--- config.mk ---
export PLATFORM = sky130hd
export DESIGN_NAME = clock_switch_failsafe_monitor
export DESIGN_NICKNAME = d
export VERILOG_FILES = /design/src/shared/clk_switch_pkg.sv /design/src/core/sync_two_ff.sv /design/src/core/clock_switch_failsafe_monitor.sv
export SDC_FILE = /design/constraint.sdc
export NUM_CORES = 1
export LEC_CHECK = 0
export BUFFER_PORTS_ARGS = -buffer_cell sky130_fd_sc_hd__buf_2
export CAP_MARGIN = 10
export CORE_MARGIN = 2
export CORE_UTILIZATION = 55
export DETAILED_ROUTE_END_ITERATION = 6
export PLACE_DENSITY = 0.86
export RECOVER_POWER = 100
export REMOVE_ABC_BUFFERS = 1
export SYNTH_ARGS = -nofsm -noshare
export SYNTH_HDL_FRONTEND = slang
export SYNTH_HIERARCHICAL = 1
export SYNTH_SLANG_ARGS = --single-unit
--- constraint.sdc ---
create_clock -name clk_sys_i -period 2.8 [get_ports clk_sys_i]
set_clock_uncertainty 0.1 [all_clocks]
set_input_delay 0.7 -clock clk_sys_i [delete_from_list [all_inputs] [get_ports clk_sys_i]]
set_output_delay 0.7 -clock clk_sys_i [all_outputs]
set_load 0.02 [all_outputs]
--- src/shared/clk_switch_pkg.sv ---
// Purpose: Constants, types and helpers of the clock switch and fail monitor
// Assumes: One system clock of 100 MHz; oscillator clocks arrive as raw pins
// Notes: Source codes fill the 3-bit requested and current source fields
package clk_switch_pkg;

   // Source codes
   localparam logic [2:0] SRC_FRC = 3'h0;
   localparam logic [2:0] SRC_FRC_PLL = 3'h1;
   localparam logic [2:0] SRC_PRI = 3'h2;
   localparam logic [2:0] SRC_PRI_PLL = 3'h3;
   localparam logic [2:0] SRC_LP = 3'h4;
   localparam logic [2:0] SRC_LOW_POWER_RC_OSC = 3'h5;

   // Primary sub-modes
   localparam logic [1:0] SUB_EXT = 2'h0;
   localparam logic [1:0] SUB_XTAL = 2'h1;
   localparam logic [1:0] SUB_HS_XTAL = 2'h2;

   // Oscillator index in the clock vector, and enable vector bits
   localparam logic [1:0] OSC_PRI = 2'h0;
   localparam logic [1:0] OSC_LP = 2'h1;
   localparam logic [1:0] OSC_FRC = 2'h2;
   localparam logic [1:0] OSC_LOW_POWER_RC_OSC = 2'h3;
   localparam int EN_PLL = 4;
   localparam int EN_W = 5;

   // Control register layout
   localparam int CTL_REQ = 0;
   localparam int CTL_KEEP = 1;
   localparam int CTL_CF = 3;
   localparam int CTL_LOCK = 5;
   localparam int CTL_REQUESTED_SOURCE_SEL_LO = 8;
   localparam int CTL_CURRENT_SOURCE_SEL_LO = 12;

   // Counts of oscillator edges
   localparam int OST_W = 10;
   localparam logic [OST_W-1:0] OST_EDGES = 10'h3ff;
   localparam logic [3:0] SETTLE_EDGES = 4'ha;
   localparam logic [2:0] FAIL_LOW_POWER_RC_OSC_EDGES = 3'h4;

   typedef enum logic [1:0] {ST_IDLE, ST_OST, ST_LOCK, ST_SETTLE} sw_state_t;

   function automatic logic [1:0] osc_of(input logic [2:0] src);
      case (src)
         SRC_PRI, SRC_PRI_PLL: osc_of = OSC_PRI;
         SRC_LP: osc_of = OSC_LP;
         SRC_LOW_POWER_RC_OSC: osc_of = OSC_LOW_POWER_RC_OSC;
         default: osc_of = OSC_FRC;
      endcase
   endfunction

   function automatic logic uses_pll(input logic [2:0] src);
      uses_pll = (src == SRC_FRC_PLL) || (src == SRC_PRI_PLL);
   endfunction

   function automatic logic valid_src(input logic [2:0] src);
      valid_src = (src <= SRC_LOW_POWER_RC_OSC);
   endfunction

endpackage

--- src/core/sync_two_ff.sv ---
// Purpose: Two flip-flop synchroniser for a vector of unrelated levels
// Assumes: Each bit is independent; no bus coherence is needed
// Notes: Only the second stage is visible outside
module sync_two_ff #(
   parameter int WIDTH = 5
) (
   // Clock and reset
   input wire logic clk_sys_i,
   input wire logic rstn_i,
   // Levels
   input wire logic [WIDTH-1:0] async_i,
   output logic [WIDTH-1:0] sync_o
);

   typedef struct packed {
      logic [WIDTH-1:0] s1;
      logic [WIDTH-1:0] s2;
   } sync_state_t;

   sync_state_t s_r;
   sync_state_t s_nxt;

   always_comb begin
      s_nxt.s1 = async_i;
      s_nxt.s2 = s_r.s1;
   end

   always_ff @(posedge clk_sys_i or negedge rstn_i) begin
      if (!rstn_i) begin
         s_r <= '0;
      end else begin
         s_r <= s_nxt;
      end
   end

   assign sync_o = s_r.s2;

endmodule

--- src/core/clock_switch_failsafe_monitor.sv ---
// Purpose: Oscillator selection, clock switching and fail-safe clock monitor
// Assumes: Fuse inputs are static; reset pulses come from logic on clk_sys_i
// Notes: Oscillator clocks and PLL lock are sampled through two flip-flops
module clock_switch_failsafe_monitor
   import clk_switch_pkg::*;
(
   // Clock and reset
   input wire logic clk_sys_i,
   input wire logic rstn_i,
   // Configuration fuses
   input wire logic switch_enable_fuse_i,
   input wire logic [2:0] initial_source_fuse_i,
   input wire logic [1:0] primary_submode_cfg_i,
   // Control register byte writes
   input wire logic unlock_hi_i,
   input wire logic unlock_lo_i,
   input wire logic wr_hi_i,
   input wire logic wr_lo_i,
   input wire logic [7:0] wr_data_i,
   // System events
   input wire logic soft_reset_i,
   input wire logic wdt_reset_i,
   input wire logic wdt_enable_i,
   input wire logic sleep_i,
   // Oscillators and PLL
   input wire logic [3:0] osc_clk_i,
   input wire logic pll_lock_i,
   // Status and control outputs
   output logic [15:0] osc_control_reg_o,
   output logic [2:0] clk_select_o,
   output logic [1:0] primary_submode_o,
   output logic [EN_W-1:0] osc_enable_o,
   output logic clock_fail_trap_o,
   output logic switch_busy_o
);

   typedef struct packed {
      logic booted;
      logic [2:0] current_source_sel;
      logic [2:0] requested_source_sel;
      logic req;
      logic keep_on;
      logic cf;
      logic lock;
      logic arm_hi;
      logic arm_lo;
      sw_state_t st;
      logic [OST_W-1:0] ost_cnt;
      logic [3:0] settle_cnt;
      logic [2:0] fail_cnt;
      logic [3:0] clk_prev;
      logic trap;
      logic [EN_W-1:0] osc_en;
      logic [1:0] submode;
   } state_t;

   state_t s_r;
   state_t s_nxt;
   logic [4:0] sync_out;
   logic [3:0] clk_s;
   logic [3:0] edge_s;
   logic lock_s;
   logic sw_on;
   logic sw_reset;
   logic fail_hit;
   logic new_edge;

   sync_two_ff #(.WIDTH(5)) u_sync (
      .clk_sys_i(clk_sys_i),
      .rstn_i(rstn_i),
      .async_i({pll_lock_i, osc_clk_i}),
      .sync_o(sync_out)
   );

   assign clk_s = sync_out[3:0];
   assign lock_s = sync_out[4];
   assign edge_s = clk_s & ~s_r.clk_prev;
   assign sw_on = !switch_enable_fuse_i;
   assign sw_reset = soft_reset_i | wdt_reset_i;
   assign new_edge = edge_s[osc_of(s_r.requested_source_sel)];
   assign fail_hit = sw_on && !sleep_i && (s_r.current_source_sel != SRC_LOW_POWER_RC_OSC)
                     && (s_r.fail_cnt == FAIL_LOW_POWER_RC_OSC_EDGES);

   always_comb begin
      s_nxt = s_r;
      s_nxt.clk_prev = clk_s;
      s_nxt.trap = 1'b0;
      s_nxt.submode = primary_submode_cfg_i;
      s_nxt.lock = lock_s;
      s_nxt.arm_hi = unlock_hi_i;
      s_nxt.arm_lo = unlock_lo_i;
      if (!s_r.booted) begin
         s_nxt.booted = 1'b1;
         s_nxt.current_source_sel = initial_source_fuse_i;
         s_nxt.requested_source_sel = initial_source_fuse_i;
      end
      // Byte writes, each only right after its own unlock
      if (wr_hi_i && s_r.arm_hi) begin
         s_nxt.requested_source_sel = wr_data_i[2:0];
      end
      if (wr_lo_i && s_r.arm_lo) begin
         s_nxt.keep_on = wr_data_i[CTL_KEEP];
         if (wr_data_i[CTL_REQ]) begin
            s_nxt.req = 1'b1;
         end
         if (!wr_data_i[CTL_CF]) begin
            s_nxt.cf = 1'b0;
         end
      end
      if (!sw_on) begin
         s_nxt.current_source_sel = initial_source_fuse_i;
         s_nxt.req = 1'b0;
         s_nxt.st = ST_IDLE;
      end else begin
         case (s_r.st)
            ST_IDLE: begin
               if (s_r.req) begin
                  if (s_r.requested_source_sel == s_r.current_source_sel || !valid_src(s_r.requested_source_sel)) begin
                     s_nxt.req = 1'b0;
                  end else begin
                     s_nxt.lock = 1'b0;
                     s_nxt.cf = 1'b0;
                     s_nxt.ost_cnt = '0;
                     s_nxt.settle_cnt = '0;
                     if (osc_of(s_r.requested_source_sel) == OSC_LP || (osc_of(s_r.requested_source_sel) == OSC_PRI
                         && primary_submode_cfg_i != SUB_EXT)) begin
                        s_nxt.st = ST_OST;
                     end else if (uses_pll(s_r.requested_source_sel)) begin
                        s_nxt.st = ST_LOCK;
                     end else begin
                        s_nxt.st = ST_SETTLE;
                     end
                  end
               end
            end
            ST_OST: begin
               if (s_r.ost_cnt == OST_EDGES) begin
                  s_nxt.st = uses_pll(s_r.requested_source_sel) ? ST_LOCK : ST_SETTLE;
               end else if (new_edge) begin
                  s_nxt.ost_cnt = s_r.ost_cnt + 1'b1;
               end
            end
            ST_LOCK: begin
               if (s_r.lock) begin
                  s_nxt.st = ST_SETTLE;
               end
            end
            ST_SETTLE: begin
               if (new_edge) begin
                  if (s_r.settle_cnt == SETTLE_EDGES - 4'h1) begin
                     s_nxt.current_source_sel = s_r.requested_source_sel;
                     s_nxt.req = 1'b0;
                     s_nxt.st = ST_IDLE;
                  end else begin
                     s_nxt.settle_cnt = s_r.settle_cnt + 4'h1;
                  end
               end
            end
            default: s_nxt.st = ST_IDLE;
         endcase
      end
      // Fail monitor: LOW_POWER_RC_OSC edges since the last edge of the running clock
      if (!sw_on || sleep_i || edge_s[osc_of(s_r.current_source_sel)]) begin
         s_nxt.fail_cnt = '0;
      end else if (edge_s[OSC_LOW_POWER_RC_OSC] && !fail_hit) begin
         s_nxt.fail_cnt = s_r.fail_cnt + 3'h1;
      end
      if (fail_hit) begin
         s_nxt.cf = 1'b1;
         s_nxt.trap = 1'b1;
         s_nxt.current_source_sel = uses_pll(s_r.current_source_sel) ? SRC_FRC_PLL : SRC_FRC;
         s_nxt.req = 1'b0;
         s_nxt.st = ST_IDLE;
         s_nxt.fail_cnt = '0;
      end
      // Soft and watchdog resets abort a switch but keep the selection, except in a cycle where a clock failure also hits
      if (sw_reset) begin
         if (sw_on && s_r.booted && !fail_hit) begin
            s_nxt.current_source_sel = s_r.current_source_sel;
         end
         s_nxt.req = 1'b0;
         s_nxt.st = ST_IDLE;
         s_nxt.arm_hi = 1'b0;
         s_nxt.arm_lo = 1'b0;
      end
      // Oscillator enables follow the next state
      s_nxt.osc_en = '0;
      s_nxt.osc_en[osc_of(s_nxt.current_source_sel)] = 1'b1;
      if (s_nxt.st != ST_IDLE) begin
         s_nxt.osc_en[osc_of(s_nxt.requested_source_sel)] = 1'b1;
      end
      s_nxt.osc_en[EN_PLL] = uses_pll(s_nxt.current_source_sel)
                             || (s_nxt.st != ST_IDLE && uses_pll(s_nxt.requested_source_sel));
      if (s_nxt.keep_on) begin
         s_nxt.osc_en[OSC_LP] = 1'b1;
      end
      if ((sw_on || wdt_enable_i) && !sleep_i) begin
         s_nxt.osc_en[OSC_LOW_POWER_RC_OSC] = 1'b1;
      end
   end

   always_ff @(posedge clk_sys_i or negedge rstn_i) begin
      if (!rstn_i) begin
         s_r <= '0;
      end else begin
         s_r <= s_nxt;
      end
   end

   // Outputs: the core is never stalled by a switch
   assign osc_control_reg_o = {1'b0, s_r.current_source_sel, 1'b0, s_r.requested_source_sel, 2'b00, s_r.lock,
                               1'b0, s_r.cf, 1'b0, s_r.keep_on, s_r.req};
   assign clk_select_o = s_r.current_source_sel;
   assign primary_submode_o = s_r.submode;
   assign osc_enable_o = s_r.osc_en;
   assign clock_fail_trap_o = s_r.trap;
   assign switch_busy_o = (s_r.st != ST_IDLE);
endmodule

* After elaboration in Yosys (flattened, before gate mapping)
Index checks and enable logic that the tools add are counted.
W data, S select, Z words.
** Word-level totals
- Register bits after elaboration :: 54
- Output and inout port bits :: 28
- Logic and storage cells :: 178
- Bits in latches :: 0
- Memories kept :: 0
- Input bits :: 29
- RAM bits :: 0
- Memory bits (read-only) :: 0
** Cells by class
- Magnitude comparators :: 7
- Reduce and logical (&&, ||, !) cells :: 41
- Mux-type cells :: 68
- Eq/ne operators :: 35
- Div/mod/pow operators :: 0
- Bitwise logic cells :: 5
- Shifts and indexed selects :: 0
- Multiply operators :: 0
- Add/sub/neg operators :: 3
** Operators with widths (count)
- $mux W3 :: 12
- $mux W16 :: 2
- $mux W2 :: 16
- $eq A3 B3 Y1 const B :: 9
- $eq A3 B2 Y1 const B :: 8
- $pmux W2 S3 :: 4
- $mux W10 :: 2
- $pmux W10 S2 :: 1
- $mux W1 :: 19
- $mux W4 :: 4
- $logic_and A1 B1 Y1 :: 13
- $eq A3 B1 Y1 const B :: 4
- $ne A2 B2 Y1 const B :: 6
- $reduce_and A6 Y1 :: 2
- $add A10 B1 Y10 const B :: 1
- $eq A10 B10 Y1 const B :: 1
- $logic_or A1 B1 Y1 :: 10
- $reduce_bool A2 Y1 :: 5
- $lt A2 B4 Y1 const B :: 2
- $pmux W2 S4 :: 1
- $pmux W4 S2 :: 1
- $reduce_or A2 Y1 :: 4
- $lt A2 B3 Y1 const B :: 2
- $mux W6 :: 1
- 20 further kinds :: 29

* Logic depth before layout (Yosys ltp)
- Word-level depth :: 26
- Gate-level depth with buffers :: 10
- Gate-level depth less buffers :: 10

* Cells and area by module
The synthesis kept the hierarchy.
** By module, submodules not included
- clock_switch_failsafe_monitor :: sequential area each 1101.1 um^2, cells an instance 301, instances 1, area each 2750.1 um^2
- sync_two_ff :: sequential area each 250.2 um^2, cells an instance 10, instances 1, area each 250.2 um^2

* Worst setup path before layout
OpenSTA, ideal clock, no wires.
- Kind :: register to register
- Start :: register s_r[30] (netlist bit)
- End :: register s_r (netlist bit osc_enable_o[4])
- Period minus slack after synthesis :: 2313 ps
- Stages on the path, launching flop included :: 11
- Arrival :: 2117 ps
- Buffers on the path :: 1
- Required time :: 2605 ps
- Library setup time :: 95 ps
- Setup slack :: 487 ps
- Path through :: dfrtp_1 -> inv_1 -> ha_1 -> clkbuf_1 -> nand3_1 -> or4_4 -> o211ai_2 -> o221ai_2 -> o21ba_4 -> nor2_2 -> o32ai_2
** RTL lines
- from (decl) :: RTL line clock_switch_failsafe_monitor.sv:57 : state_t s_r;
- from (signal assigned) :: RTL line clock_switch_failsafe_monitor.sv:206 : s_r <= s_nxt;

==> tab_implementation.tex <==
\begin{tabular}{lr}
\hline
Metric & Value \\
\hline
\multicolumn{2}{l}{\textbf{Place}} \\
\quad Cell Count Post-Placement & 401 \\
\quad Pre-CTS setup slack & 0.319 ns \\
\quad Buffers on Ports & 46 \\
\quad Final HPWL from detailed placement & 4640 um \\
\quad Global placer's final weighted congestion & 0.894 \\
\multicolumn{2}{l}{\textbf{Synthesis}} \\
\quad YS warnings & 6 \\
\quad Post-synthesis cell count & 311 \\
\quad Primary FF master, synth & dfrtp\_1 \\
\quad Fraction of the yosys area taken by sequential cells & 45.0\% \\
\quad Count of flip-flops with a built-in enable after synthesis & 0 \\
\quad Post-synthesis instance area & 0.00300 mm2 \\
\quad Cell accounting for the most synthesized area & dfrtp\_1 \\
\quad Synthesized area per cell & 9.65 um2 \\
\quad \#FFs+latches synth & 54 \\
\quad Cell types with the largest area share after synthesis & dfrtp\_1, buf\_4, ha\_1, nor2\_1, nand2\_1 \\
\quad Fraction of synthesized cell area taken by the top area cell type & 45.0\% \\
\quad Async SR Flop Fraction & 100\% \\
\quad Number of distinct library cells after synthesis & 59 \\
\multicolumn{2}{l}{\textbf{Drt}} \\
\quad Met2 routed WL & 3290 um \\
\quad Post-route DRC violation count & 0 \\
\quad Vias post-DR & 2,329 \\
\quad Number of iterations in the first detailed-routing pass & 4 \\
\quad Total length of routed met3 wires & 159 um \\
\quad Detail-routed via count per cell & 5.69 \\
\quad Sum of routed wire length over all layers & 6090 um \\
\quad Per-cell routed wire length & 14.9 um \\
\quad Routed met1 length & 2580 um \\
\quad Remaining antenna violation count after routing & 0 \\
\quad Top Metal Used & met4 \\
\quad Number of violations reported at the end of detailed-routing iteration 0 & 111 \\
\multicolumn{2}{l}{\textbf{CTS}} \\
\quad Number of resized instances in the post-cts repair step & 0 \\
\quad Maximum buffer depth of the clock tree & 2 \\
\quad CTS H-tree depth & 2 \\
\quad Clock-pin slew of the registers on the worst-case setup and hold paths & 0.10 ns \\
\quad Number of clock buffers inserted by TritonCTS & 5 \\
\quad Root cell of the clock tree & clkbuf\_8 \\
\quad Clock tree from TritonCTS & built \\
\quad Post-CTS Repair Setup Buffers & 0 \\
\quad Post-cts hold buffer count & 0 \\
\quad Clock sinks & 54 \\
\quad Worst-Skew Late Latency & 0.31 ns \\
\multicolumn{2}{l}{\textbf{Power and ir drop}} \\
\quad Part of the power in the clock network & 32.3\% \\
\quad Fraction of power consumed by sequential logic & 53.5\% \\
\quad Internal power & 1.16 mW \\
\quad Worst voltage drop across the vdd grid & 0.348 mV \\
\quad Comb power frac & 14.2\% \\
\quad Share of total power consumed by net switching & 27.7\% \\
\quad Reported net switching power & 445 uW \\
\quad Reported leakage power & 1.43 nW \\
\quad Ratio of total power to cell area & 505 mW/mm2 \\
\quad Final total power & 1.61 mW \\
\multicolumn{2}{l}{\textbf{Timing}} \\
\quad Min Clock Period, post-route & 2.58 ns \\
\quad Worst Setup Slack, final & 0.220 ns \\
\quad Setup repair after global routing missed its margin & no \\
\quad Pin slew with the least headroom to its limit & 1.62 ns \\
\quad Highest achievable clock rate & 0.388 GHz \\
\quad Slew margin rel. & -7.94\% \\
\quad Post-route setup TNS & 0 ns \\
\quad Final worst path period share & 92.1\% \\
\quad Setup-violating endpoint count in the final report & 0 \\
\quad Final slew viol count & 31 \\
\quad Number of failing hold endpoints at the final stage & 0 \\
\multicolumn{2}{l}{\textbf{Setup path}} \\
\quad Crit. End Element & register \\
\quad Worst Path Arrival & 2.66 ns \\
\quad Startpoint-to-endpoint class of the critical path & reg -> reg \\
\quad Maximum fanout along the worst path & 12 \\
\quad Data required, critical path & 2.88 ns \\
\quad Element type at the critical path start & register \\
\multicolumn{2}{l}{\textbf{Floorplan}} \\
\quad Die Ht & 77.9 um \\
\quad Initial standard-cell utilization of the core & 58.0\% \\
\quad Core ar. & 0.00517 mm2 \\
\quad Top-Level Pins & 57 \\
\quad Core Rows & 26 \\
\quad Horizontal die dimension & 77.9 um \\
\quad Die Footprint & 0.00606 mm2 \\
\multicolumn{2}{l}{\textbf{Layout}} \\
\quad Most frequent standard cell in the layout excluding fill and tap cells & dfrtp\_1 \\
\quad Share of final-layout standard cells stronger than drive strength 1 & 12.7\% \\
\quad Fillers & 432 \\
\quad Inserted Diodes & 0 \\
\quad Total Nets Final & 376 \\
\quad Post-route non-filler standard cell count & 409 \\
\quad Layout area overhead & 6.13\% \\
\quad Most used cells in the layout excluding fill and tap cells & dfrtp\_1, clkbuf\_1, nor2\_1, nand2\_1, buf\_2 \\
\multicolumn{2}{l}{\textbf{Min path}} \\
\quad Path type of the worst min-delay path & reg -> reg \\
\multicolumn{2}{l}{\textbf{GRT}} \\
\quad Via count of the first global-routing pass & 2,219 \\
\quad Overall global routing resource usage & 20.7\% \\
\quad Initial antenna violation count & 0 \\
\quad Wire length of the first global-routing pass & 10,100 um \\
\quad Gr ovfl total & 0 \\
\quad Maximum number of pins on one net before global-route repair & 31 \\
\multicolumn{2}{l}{\textbf{Flow run}} \\
\quad Number of violations of the max-capacitance limit & 1 \\
\multicolumn{2}{l}{\textbf{Status}} \\
\quad Run status & finished, violations left \\
\quad Violated checks & max-capacitance violations, max-slew violations \\
\hline
\end{tabular}
kinds of logic after synthesis:
| kind of cell | count (synthesis) | share of synthesized area [%] |
|---|---|---|
| other | 2 | 0.250 |
| adders and majority gates | 9 | 3.75 |
| muxes | 8 | 2.79 |
| and+or+nand+nor | 96 | 16.5 |
| xor gates and xnor gates | 4 | 1.17 |
| AOI/OAI and AO/OA | 82 | 20.1 |
| buffers and inverters | 56 | 10.4 |
| DFF | 54 | 45.0 |
metal layers:
| layer | global-route usage, % | vias to the layer above |
|---|---|---|
| li1 | - | 1117 |
| met1 | 25.4 | 1161 |
| met2 | 37.4 | 44 |
| met3 | 3.02 | 7 |
| met4 | 6.07 | 0 |
| met5 | 0 | - |
registers in the layout, indices dropped and copies added (netlist names):
register,cells
primary_submode_o,2
clock_fail_trap_o,1
u_sync/sync_o,5
clk_select_o,3
u_sync/s_nxt,5
osc_control_reg_o,7
s_r,26
osc_enable_o,5
worst paths after layout:
path / depth (start not counted) / startpoint / slack, ns / to
worst max-delay path: 7 / osc_control_reg_o[10] / 0.22 / osc_enable_o[2]
worst max register to register: 7 / osc_control_reg_o[10] / 0.22 / osc_enable_o[2]
min in group asynchronous: 1 / rstn_i / 0.69 / u_sync/s_nxt[4]
max in group asynchronous: 2 / rstn_i / 0.59 / clk_select_o[2]
worst min register to register: 0 / u_sync/s_nxt[1] / 0.25 / u_sync/sync_o[1]
worst min-delay path: 0 / u_sync/s_nxt[1] / 0.25 / u_sync/sync_o[1]
metrics by stage:
step / hold WS (ns) / cell area, um2 / utilization (%)
floorplan: 0.231 / 2780 / -
global placement: 0.233 / 3140 / 60.7
detailed placement: 0.235 / 3140 / 60.7
CTS: 0.257 / 3250 / 62.9
global route: 0.268 / 3180 / 61.6
finish: 0.254 / 3180 / 61.6
critical path, cell delays in order, from the launching register on:
cell,delay [ns]
dfrtp_1,0.59
nand4bb_1,0.19
o31ai_1,0.13
o311a_4,0.36
a211o_1,0.27
a32oi_1,0.49
xnor2_1,0.18
o21ai_0,0.14
layout make-up:
class	instances	area [um2]	area share [%]
Clock inverter	2	37.5	1.18
Sequential cell	54	1350	42.4
Multi-Input combinational cell	206	1330	41.8
Tap cell	70	87.6	2.75
Clock buffer	6	72.6	2.28
Inverter	19	71.3	2.24
Timing Repair Buffer	52	233	7.31
synth_stat cells (3+ instances only):
| library cell | n |
|---|---|
| ha_1 | 9 |
| nand2_1 | 22 |
| mux2i_1 | 5 |
| nand3_1 | 10 |
| o21ai_1 | 10 |
| nor3_1 | 10 |
| clkbuf_1 | 8 |
| dfrtp_1 | 54 |
| nor2b_1 | 6 |
| a21oi_1 | 8 |
| o22ai_1 | 4 |
| mux2_2 | 3 |
| xnor2_1 | 3 |
| a21oi_2 | 3 |
| inv_1 | 17 |
| buf_4 | 26 |
| nor2_1 | 23 |
| nand2b_1 | 7 |
| a31oi_1 | 6 |
| buf_2 | 3 |
| o31ai_1 | 9 |
| a21o_1 | 4 |
| o21ai_0 | 13 |
power by group through the flow:
stage / clock, mW / sequential [mW] / combinational (mW)
after floorplan: 0 / 0.905 / 0.110
after global placement: 0 / 0.872 / 0.238
after detailed placement: 0 / 0.875 / 0.244
after CTS: 0.529 / 0.860 / 0.245
after global routing: 0.553 / 0.867 / 0.250
final: 0.520 / 0.861 / 0.228
Note: power is estimated with default switching activity, not from simulation.
